## src/logic/sac_cfg.svh

```systemverilog
// Constants for the slot address calculator
`ifndef SAC_CFG_SVH
`define SAC_CFG_SVH
// ----------------------------------------------------------------
// Address formula figures
// ----------------------------------------------------------------
`define SAC_DIG_RACK_MUL 12'h020
`define SAC_DIG_SLOT_MUL 12'h004
`define SAC_ANA_RACK_MUL 12'h080
`define SAC_ANA_SLOT_MUL 12'h010
`define SAC_ANA_BASE 12'h100
`define SAC_LINK_BASE 12'h7D0
`define SAC_LINK_RACK_MUL 12'h004
`define SAC_DSUB_BASE 12'h080
`define SAC_DSUB_MUL 12'h004
`define SAC_ASUB_BASE 12'h300
`define SAC_ASUB_MUL 12'h010
// ----------------------------------------------------------------
// Slot limits
// ----------------------------------------------------------------
`define SAC_SLOT_PSU 4'h1
`define SAC_SLOT_CPU 4'h2
`define SAC_SLOT_LINK 4'h3
`define SAC_SLOT_IO_LO 4'h4
`define SAC_SLOT_IO_HI 4'hB
`define SAC_SLOT_LINK0_HI 4'h6
`define SAC_SLOT_CEXP_HI 4'h5
`define SAC_SLOT_AEXP_LO 4'h5
`define SAC_RACK_MAX 2'h3
`define SAC_CARD_MAX 3'h5
`define SAC_ADDR_RESET 12'h000
`endif

```

## src/logic/sac_pkg.sv

```systemverilog
// Types for the slot address calculator
package sac_pkg;
  typedef enum logic [3:0] {
    SAC_CLS_DIGITAL,
    SAC_CLS_ANALOG,
    SAC_CLS_ANALOG_IO,
    SAC_CLS_FUNCTION,
    SAC_CLS_RACK_LINK,
    SAC_CLS_CPU_EXP,
    SAC_CLS_APP_EXP,
    SAC_CLS_BULK_STORE,
    SAC_CLS_SUB_DIGITAL,
    SAC_CLS_SUB_ANALOG,
    SAC_CLS_SUB_COUNTER,
    SAC_CLS_POWER,
    SAC_CLS_CPU
  } sac_class_t;
endpackage

```

## src/logic/sac_slot_address_calculator.sv

```systemverilog
// Slot-oriented module start address calculator
`include "sac_cfg.svh"

module sac_slot_address_calculator
  import sac_pkg::*;
#(
  parameter int ADDR_W = 12
) (
  input wire logic mclk, // 250 MHz clock
  input wire logic reset, // Async reset, active high
  input wire logic req_valid, // Request strobe
  input wire logic [1:0] rack_num, // Rack number
  input wire logic [2:0] rack_num_hi, // Upper rack bits, must be zero
  input wire logic [3:0] slot_num, // Slot number on the rack
  input wire logic [2:0] card_num, // Submodule card slot, from 1
  input wire sac_class_t mod_class, // Module class
  input wire logic [3:0] cpu_exp_count, // CPU expansions on rack 0
  input wire logic local_req, // Request from the carrying module
  input wire logic user_addr_en, // Use the user-chosen address
  input wire logic [ADDR_W-1:0] user_addr, // User-chosen address
  output logic [ADDR_W-1:0] start_addr, // Registered start address
  output logic addr_valid, // Address produced
  output logic no_addr, // Class has no start address
  output logic invalid // Placement or rack rejected
);
  // ----------------------------------------------------------------
  // Combinational placement check and formulas
  // ----------------------------------------------------------------
  // Result state and its next values
  logic [ADDR_W-1:0] addr_r;
  logic [ADDR_W-1:0] addr_nxt;
  logic valid_r;
  logic valid_nxt;
  logic none_r;
  logic none_nxt;
  logic inv_r;
  logic inv_nxt;
  // Widened request fields and derived slot positions
  logic [ADDR_W-1:0] rack_w;
  logic [ADDR_W-1:0] slot_off;
  logic [ADDR_W-1:0] card_off;
  logic [4:0] link0_slot;
  logic [4:0] slot_ext;
  // Class groups and placement verdicts
  logic cls_io;
  logic cls_sub;
  logic cls_user;
  logic io_slot;
  logic card_ok;
  logic rack_ok;
  logic ok;

  // Widen fields once so products cannot overflow
  always_comb begin
    rack_w = ADDR_W'(rack_num);
    // Slots below 4 wrap here, but those requests are refused before use
    slot_off = ADDR_W'(slot_num) - ADDR_W'(`SAC_SLOT_IO_LO);
    card_off = ADDR_W'(card_num) - ADDR_W'(1);
    // One spare bit so a large expansion count cannot wrap onto a low slot
    slot_ext = {1'b0, slot_num};
    link0_slot = 5'(`SAC_SLOT_LINK) + {1'b0, cpu_exp_count};
    io_slot = (slot_num >= `SAC_SLOT_IO_LO) && (slot_num <= `SAC_SLOT_IO_HI);
    card_ok = (card_num >= 3'h1) && (card_num <= `SAC_CARD_MAX);
    rack_ok = (rack_num_hi == 3'h0);
  end

  // ----------------------------------------------------------------
  // Class groups
  // ----------------------------------------------------------------
  // Grouped once so the placement and override tests stay short
  always_comb begin
    cls_io = 1'b0;
    cls_sub = 1'b0;
    unique case (mod_class)
      SAC_CLS_DIGITAL, SAC_CLS_ANALOG, SAC_CLS_ANALOG_IO, SAC_CLS_FUNCTION: begin
        cls_io = 1'b1;
      end
      SAC_CLS_SUB_DIGITAL, SAC_CLS_SUB_ANALOG, SAC_CLS_SUB_COUNTER: begin
        cls_sub = 1'b1;
      end
      default: begin
        cls_io = 1'b0;
      end
    endcase
    // Only signal and function modules take a software-chosen address
    cls_user = cls_io;
  end

  // ----------------------------------------------------------------
  // Next result
  // ----------------------------------------------------------------
  // Next result; invalid requests clear the address rather than hold it
  always_comb begin
    addr_nxt = addr_r;
    valid_nxt = valid_r;
    none_nxt = none_r;
    inv_nxt = inv_r;
    ok = 1'b0;
    if (req_valid) begin
      addr_nxt = `SAC_ADDR_RESET;
      valid_nxt = 1'b0;
      none_nxt = 1'b0;
      unique case (mod_class)
        SAC_CLS_DIGITAL, SAC_CLS_ANALOG, SAC_CLS_ANALOG_IO, SAC_CLS_FUNCTION: begin
          // The reserved link slot on rack 0 may not hold I/O
          ok = io_slot && !(rack_num == 2'h0 && slot_ext == link0_slot);
        end
        SAC_CLS_RACK_LINK: begin
          // Rack 0 link slot floats with the expansion count; other racks fix it
          if (rack_num == 2'h0)
            ok = (slot_ext == link0_slot) && (slot_num <= `SAC_SLOT_LINK0_HI);
          else
            ok = (slot_num == `SAC_SLOT_LINK);
        end
        SAC_CLS_CPU_EXP, SAC_CLS_BULK_STORE: begin
          // CPU expansions only sit to the right of the CPU on rack 0
          ok = (rack_num == 2'h0) && (slot_num >= `SAC_SLOT_LINK) &&
               (slot_num <= `SAC_SLOT_CEXP_HI);
        end
        SAC_CLS_APP_EXP: begin
          // An application module may carry expansions on any rack
          ok = (slot_num >= `SAC_SLOT_AEXP_LO) && (slot_num <= `SAC_SLOT_IO_HI);
        end
        SAC_CLS_SUB_DIGITAL, SAC_CLS_SUB_ANALOG, SAC_CLS_SUB_COUNTER: begin
          // Card slots count from 1; rack and slot play no part
          ok = card_ok;
        end
        SAC_CLS_POWER: begin
          // The supply holds the first slot on every rack
          ok = (slot_num == `SAC_SLOT_PSU);
        end
        SAC_CLS_CPU: begin
          // Only rack 0 carries the CPU
          ok = (rack_num == 2'h0) && (slot_num == `SAC_SLOT_CPU);
        end
        default: begin
          ok = 1'b0;
        end
      endcase
      // Only the carrying module may reach its submodules
      if (cls_sub && !local_req)
        ok = 1'b0;
      if (!rack_ok)
        ok = 1'b0;
      // A refused request leaves a zero address and only the invalid flag
      inv_nxt = !ok;
      if (ok) begin
        unique case (mod_class)
          SAC_CLS_DIGITAL, SAC_CLS_FUNCTION: begin
            addr_nxt = ADDR_W'(rack_w * `SAC_DIG_RACK_MUL + slot_off * `SAC_DIG_SLOT_MUL);
            valid_nxt = 1'b1;
          end
          SAC_CLS_ANALOG, SAC_CLS_ANALOG_IO: begin
            // One address serves both directions of a combined module
            addr_nxt = ADDR_W'(rack_w * `SAC_ANA_RACK_MUL + slot_off * `SAC_ANA_SLOT_MUL
                       + `SAC_ANA_BASE);
            valid_nxt = 1'b1;
          end
          SAC_CLS_RACK_LINK: begin
            // The slot plays no part in the link module address
            addr_nxt = ADDR_W'(`SAC_LINK_BASE + rack_w * `SAC_LINK_RACK_MUL);
            valid_nxt = 1'b1;
          end
          SAC_CLS_SUB_DIGITAL: begin
            addr_nxt = ADDR_W'(`SAC_DSUB_BASE + card_off * `SAC_DSUB_MUL);
            valid_nxt = 1'b1;
          end
          SAC_CLS_SUB_ANALOG, SAC_CLS_SUB_COUNTER: begin
            addr_nxt = ADDR_W'(`SAC_ASUB_BASE + card_off * `SAC_ASUB_MUL);
            valid_nxt = 1'b1;
          end
          default: begin
            // Expansions, storage, supply and CPU hold no address of their own
            none_nxt = 1'b1;
          end
        endcase
        // Software-chosen address only overrides signal and function modules
        if (user_addr_en && cls_user) begin
          addr_nxt = user_addr;
        end
      end
    end
  end

  // ----------------------------------------------------------------
  // Result registers
  // ----------------------------------------------------------------
  // Asynchronous clear; the first request after release is taken normally
  always_ff @(posedge mclk or posedge reset) begin
    if (reset) begin
      addr_r <= `SAC_ADDR_RESET;
      valid_r <= 1'b0;
      none_r <= 1'b0;
      inv_r <= 1'b0;
    end else begin
      addr_r <= addr_nxt;
      valid_r <= valid_nxt;
      none_r <= none_nxt;
      inv_r <= inv_nxt;
    end
  end

  // ----------------------------------------------------------------
  // Outputs
  // ----------------------------------------------------------------
  // Every output comes straight from a flip-flop, so nothing glitches downstream
  assign start_addr = addr_r;
  assign addr_valid = valid_r;
  assign no_addr = none_r;
  assign invalid = inv_r;
endmodule

```

## config.mk

```make
export PLATFORM = sky130hd
export DESIGN_NAME = sac_slot_address_calculator
export DESIGN_NICKNAME = d
export VERILOG_FILES = /design/src/logic/sac_pkg.sv /design/src/logic/sac_slot_address_calculator.sv
export VERILOG_INCLUDE_DIRS = /design/src /design/src/logic
export SDC_FILE = /design/constraint.sdc
export NUM_CORES = 1
export LEC_CHECK = 0
export BUFFER_PORTS_ARGS = -buffer_cell sky130_fd_sc_hd__buf_2
export CORE_MARGIN = 3
export CORE_UTILIZATION = 50
export CTS_BUF_LIST = sky130_fd_sc_hd__clkbuf_8 sky130_fd_sc_hd__clkbuf_16
export CTS_CLUSTER_SIZE = 20
export DETAILED_ROUTE_END_ITERATION = 8
export PLACE_DENSITY = 0.8
export SLEW_MARGIN = 0
export SYNTH_ARGS = -nofsm -noshare
export SYNTH_HDL_FRONTEND = slang
export SYNTH_SLANG_ARGS = --single-unit
```

## constraint.sdc

```tcl
create_clock -name mclk -period 1 [get_ports mclk]
set_input_delay 0.15 -clock mclk [delete_from_list [all_inputs] [get_ports mclk]]
set_output_delay 0.15 -clock mclk [all_outputs]
set_load 0.01 [all_outputs]
```

After elaboration in Yosys (flattened, before gate mapping)
Index checks and enable logic that the tools add are counted.
{"block": "totals", "ff_bits": 15, "inputBits": 37, "output_inout_bits": 15, "word_cells": 75}
{"block": "op_classes", "add_sub_neg": 9, "n_lt_le_gt_ge": 8, "eq_ne": 16, "muxes": 14, "reduce_logical": 24}
{"operator": "12-bit one-hot mux with 5 select lines", "count": 1}
{"operator": "12-bit 2-to-1 mux", "count": 2}
{"operator": "4-bit == test (second input constant)", "count": 5}
{"operator": "4-bit by 2-bit == test with 1-bit output (second input constant)", "count": 4}
{"operator": "4-bit by 3-bit == test with 1-bit output (second input constant)", "count": 4}
{"operator": "11-bit by 10-bit adder with 12-bit output (second input constant)", "count": 1}
{"operator": "11-bit by 4-bit adder with 12-bit output (first input constant)", "count": 1}
{"operator": "11-bit by 8-bit adder with 12-bit output (first input constant)", "count": 1}
{"operator": "10-bit by 9-bit adder with 11-bit output", "count": 1}
{"operator": "1-bit logical AND", "count": 11}
{"operator": "9-bit by 6-bit adder with 10-bit output (first input constant)", "count": 1}
{"operator": "1-bit 2-to-1 mux", "count": 10}
{"operator": "8-bit by 7-bit adder with 9-bit output", "count": 1}
{"operator": "4-bit by 1-bit == test with 1-bit output (second input constant)", "count": 2}
{"operator": "4-bit by 3-bit greater-or-equal comparator with 1-bit output (second input constant)", "count": 2}
{"operator": "4-bit by 3-bit less-or-equal comparator with 1-bit output (second input constant)", "count": 2}
{"operator": "2-bit OR reduction", "count": 4}
{"operator": "8-bit OR reduction", "count": 1}
{"operator": "1-bit one-hot mux with 7 select lines", "count": 1}
{"operator": "2-bit by 4-bit adder with 5-bit output (first input constant)", "count": 1}
{"operator": "4-bit by 5-bit == test with 1-bit output", "count": 1}
{"operator": "4-bit by 3-bit subtractor with 5-bit output (second input constant)", "count": 1}
{"operator": "4-bit by 2-bit greater-or-equal comparator with 1-bit output (second input constant)", "count": 1}
{"operator": "4-bit less-or-equal comparator (second input constant)", "count": 1}
{"operator": "9 further kinds", "count": 11}

Depth between registers and ports, before layout
{"block": "logic_depth", "depth_word": 10, "ltp_mapped": 12, "mapped_depth_nobuf": 12}

Worst setup path after synthesis
No wires, ideal clock.
{"block": "synth_timing", "kind": "input to register", "start": "input port slot_num[3]", "end": "register addr_r[6] (netlist: start_addr[6])", "setup_time_ns": 0.078, "arrival_time_ns": 2.169, "required_time_ns": 0.922, "path_slack_ns": -1.246, "stages": 11, "path_buffers": 1, "path_cell_list": "inv_1 -> ha_1 -> clkbuf_1 -> inv_1 -> fa_1 -> o21ai_0 -> a21oi_1 -> or3_1 -> a31oi_1 -> a21oi_1 -> o2bb2ai_1"}
{"block": "synth_via", "elab_chain_len": 9, "elab_cells_between_ends": 29, "classes_between": "add/sub (2); order compare (6); eq/ne (4); mux (8); reduce/logical (9)"}
{"element": "from (decl)", "line": "sac_slot_address_calculator.sv:14", "source": "input wire logic [3:0] slot_num,"}
{"element": "parallel branches: the longest is 8 deep, another holds 8-bit by 7-bit adder with 9-bit output"}
{"element": "12-bit 2-to-1 mux *", "line": "sac_slot_address_calculator.sv:147", "source": "if (ok) begin"}
{"element": "to (signal assigned)", "line": "sac_slot_address_calculator.sv:191", "source": "addr_r <= `SAC_ADDR_RESET;"}
{"element": "to (signal assigned)", "line": "sac_slot_address_calculator.sv:196", "source": "addr_r <= addr_nxt;"}
{"element": "to (decl)", "line": "sac_slot_address_calculator.sv:30", "source": "logic [ADDR_W-1:0] addr_r;"}
Mark *: on every way between the ends. The select of a mux whose other input is x is not followed.
A chain may end at the register's enable or synchronous reset.

Worst setup path in the final report
{"block": "layout_timing", "start": "input port slot_num[2]", "end": "register addr_r[6] (netlist: start_addr[6])"}
{"block": "layout_via", "elab_chain_len": 9, "elab_cells_between_ends": 31, "classes_between": "add/sub (4); order compare (6); eq/ne (4); mux (8); reduce/logical (9)"}
{"element": "parallel branches: the longest is 8 deep, another holds 11-bit by 10-bit adder with 12-bit output"}
{"element": "12-bit 2-to-1 mux *", "line": "sac_slot_address_calculator.sv:147"}
Marked as above.

==> results by stage <==
Outcome:
- The flow ran to the end, but the final reports show violations.
- The checks that failed: setup timing.

Floorplanning:
- The floorplan step defined a core boundary enclosing 3150 sq um.
- The floorplan step defined a die boundary enclosing 4150 sq um.
- After floorplanning, the core was divided into 20 placement rows.
- The floorplan die height is 64.4 um.
- The initial cell density of the core is 0.541.
- The horizontal die dimension is about 64 um.
- During I/O placement, the number of pins put on the boundary was 52.

Timing:
- Subtracting the final worst setup slack from the clock period gives between 2 and 2.5 ns.
- Summed over all failing endpoints, the final setup total negative slack is -14.37 ns.
- Setup violations remaining at the end of the flow were counted as 17.
- The final clock skew is 0 ns.
- Setup repair after global routing could not meet its margin everywhere.
- The max-slew violation total from the final report came to 0.
- Measured against its own limit, the worst slew margin works out to 0.640.
- The slew of the pin with the lowest slew margin is 0.534 ns.
- After layout, the worst setup slack is -1.14 ns.
- The timing-limited maximum frequency is 468 MHz.
- The number of hold violations in the final report is 0.
- The portion of the clock cycle consumed by the worst path in the final layout is 2.14.

Routing:
- The final wirelength is roughly 11000 um.
- The first detailed-routing pass ran for 6 iterations.
- Across all layers, the routed design uses 2803 vias.
- The routed length per placed instance is 29.1 um.
- The count of nets left with antenna violations after detail routing is 0.
- Using the TritonRoute via totals, the vias-per-cell ratio works out to 7.53.
- After the first detailed-routing iteration, the DRC count stood at around 520.
- In the routed design, unresolved DRC markers number 0.

Logic synthesis:
- Of the synthesized area, sequential elements account for 0.220.
- The gate count of the mapped netlist is 218.
- The number of enable-type register cells in the synthesized netlist is 0.
- In this run the cell area of the synthesized design comes to roughly 1700 sq um.
- The number of nets in the synthesized netlist is roughly 270.
- By area, the combinational part of the netlist is dominated by compound AO/OA/AOI/OAI gates.
- The share of the synthesized area in compound gates (AO/OA/AOI/OAI) was 0.312.
- For this run, asynchronously set or reset flops after synthesis account for 1.00.
- Of the total synthesized cell area, the portion taken by full adders, half adders and majority gates is 0.104.
- Yosys printed 0 warnings.
- The primary flip-flop cell chosen by synthesis mapping is dfrtp_1.
- The multiplexer share of the synthesized area is 0.0315.
- The post-synthesis simple-gate area fraction is 0.182.
- The distinct cell type count of the synthesized netlist is 53.
- The synthesized area per cell is between 7 and 8 sq um.
- The number of flip-flops and latches in the synthesized netlist is 15.
- The xor/xnor share of the synthesized area is 0.0513.

Global routing:
- The global-route usage over all layers is 0.385.
- Global routing finished with a remaining overflow of 0.
- The via count of the first global-routing pass came to 2369.
- Entering global routing, the biggest net connects 21 pins.
- The number of antenna violations at the first check in global routing is 0.
- The first global-routing pass estimated 12200 um of wire.

Critical path:
- STA puts the critical path data required time at 1.19 ns.
- The worst setup path is of the input port to flop kind.
- The worst setup path is captured at a flop.
- The startpoint identified for the worst register-to-register timing path is start_addr[8]$_DFFE_PP0P_.
- The data arrival time of the critical path is between 2 and 2.5 ns.
- In this run the worst setup path begins at slot_num[2].
- STA classifies the critical path startpoint as an input port.
- Of all nets on the critical path, the largest fanout is 3.

Clock network:
- The clock buffer count from CTS is 3.
- TritonCTS built the clock tree.
- Clock tree synthesis found a total of 15 sinks.
- The CTS H-tree depth is 1.
- The maximum count of clock buffers along a single path is 2.
- The tree is rooted in a clkbuf_8.
- The clock reaches the later pin of the worst-skew pair after 0.25 ns.
- The register clock-pin slew on the reported worst setup and hold paths is about 0.080 ns.

Power:
- The maximum VDD drop is around 810 uV.
- The proportion of total power due to net switching is 0.405.
- The share of total power dissipated in the clock network is 0.230.
- The part of the total power dissipated in sequential elements is 0.257.
- The static leakage is between 1 and 1.5 nW.
- The internal power contribution is 0.00143 W.
- The combinational group share of total power is 0.513.
- In this run the power spent charging and discharging nets is around 0.001 W.
- For this design the ratio of total power to cell area is 799 nW/um^2.
- The overall power is 0.00240 W.

Hold path:
- The class of the tightest hold or removal check is input port to flop.
- The worst hold path begins at user_addr[10].

Place:
- The number of I/O port buffers is 51.
- The area of placed instances is around 2500 sq um.
- The half-perimeter wire length of the detailed placement result is around 4400 um.
- At the end of routability-driven placement, the weighted congestion stood at 0.995.

Layout:
- Fill cells in the final layout number 71.
- The number of diodes added for antenna fixing is 0.
- The most common cell after layout, fill and taps aside is buf_4.
- The share of final-layout standard cells stronger than drive strength 1 is 0.555.
- The library cells used most frequently in the layout, excluding fill and tap cells, are 62 x buf_4, 46 x buf_2, 16 x inv_1, 16 x nor2_1, 15 x dfrtp_1.
- The area of all placed cells without fillers is 3000 sq um.
- The relative area change from synthesis to final layout is 76.0%.
- For this run, the post-layout net count is about 380.

Job:
- The number of violations of the max-capacitance limit is 0.
[critical path: stages]
cell       delay [ns]
buf_8            0.09
inv_6            0.04
ha_4             0.25
inv_2            0.04
ha_4             0.16
inv_2            0.06
fa_2             0.49
o21ai_2          0.16
a21oi_1          0.09
or3_1            0.35
a31oi_1          0.20
a21oi_1          0.07
o2bb2ai_1        0.17
[cells by family after synthesis]
kind of cell,Yosys count
xor+xnor,10
fa+ha+maj,13
flops,15
mux,5
simple gates,58
compound gates,77
buf+inv,40
[per-stage QoR]
step | setup slack [ns] | util | std cells | hold slack, ns
global route | -1.24 | 0.952 | 372 | 0.198
finish | -1.14 | 0.952 | 372 | 0.194
detailed placement | -1.28 | 0.784 | 356 | 0.152
global placement | -1.24 | 0.784 | 356 | 0.154
floorplan | -0.999 | - | 218 | 0.0515
CTS | -0.904 | 0.871 | 365 | 0.143
[state kept, by name (all words and copies together), names as in the netlist]
name,cells
addr_valid,1
invalid,1
no_addr,1
start_addr,12
[cells in the mapped netlist, types with 3 or more instances]
cell,number,area share
xnor2_1,7,0.036
nor3_1,7,0.021
o32ai_1,3,0.015
xor2_1,3,0.015
nand2b_1,3,0.011
clkbuf_1,10,0.022
o22ai_1,3,0.011
nand2_1,11,0.024
nand3_1,4,0.012
mux2_2,3,0.020
ha_1,11,0.081
inv_1,24,0.053
nor2_1,16,0.035
a211oi_1,4,0.018
o21ai_0,14,0.041
buf_2,3,0.0088
a21oi_1,19,0.056
dfrtp_1,15,0.22
o2bb2ai_1,10,0.051
a31oi_1,4,0.015
[worst paths after layout]
check                      depth (start not counted)  slack [ns]                    endpoint
setup / recovery                                  13       -1.14   start_addr[6]$_DFFE_PP0P_
hold / removal                                     3        0.19  start_addr[10]$_DFFE_PP0P_
setup reg to reg                                   2        0.19   start_addr[8]$_DFFE_PP0P_
hold reg to reg                                    1        0.53         invalid$_DFFE_PP0P_
max in group asynchronous                          4        0.32   start_addr[1]$_DFFE_PP0P_
min in group asynchronous                          4        0.48   start_addr[5]$_DFFE_PP0P_
[power by group through the flow]
stage	Combinational (W)	Sequential [W]	Clock, W
global placement	0.000833	0.000626	0
finish	0.00123	0.000616	0.000551
floorplan	0.000467	0.000628	0
global route	0.00126	0.000616	0.000562
detailed placement	0.000855	0.000626	0
CTS	0.000937	0.000615	0.000502
[cell type report]
cell class              count  area [sq um]  share of cell area
clock inverters             1          5.00             0.00167
inverters                  24           108              0.0358
well taps                  44          55.1              0.0183
flip-flops and latches     15           375               0.125
repair buffers            122           881               0.293
multi-input cells         163          1540               0.512
clock buffers               3          41.3              0.0138
[per-layer routing]
metal | vias to the layer above | share of wire | routed length (um) | track usage
li1 | 1012 | - | - | -
met1 | 1245 | 0.33 | 3610 | 0.464
met2 | 390 | 0.42 | 4560 | 0.630
met3 | 156 | 0.13 | 1410 | 0.0763
met4 | 0 | 0.11 | 1230 | 0.235
met5 | - | 0 | 0 | 0
[repair_timing]
action / CTS / global route
hold buffers: 1 / 0
buffers inserted: 4 / 8
pin swaps: 13 / 28
gates resized for setup: 39 / 32
setup endpoints to repair: 15 / 16
endpoints found under the hold margin: 15 / 0
Power figures use the tool's default switching activity.
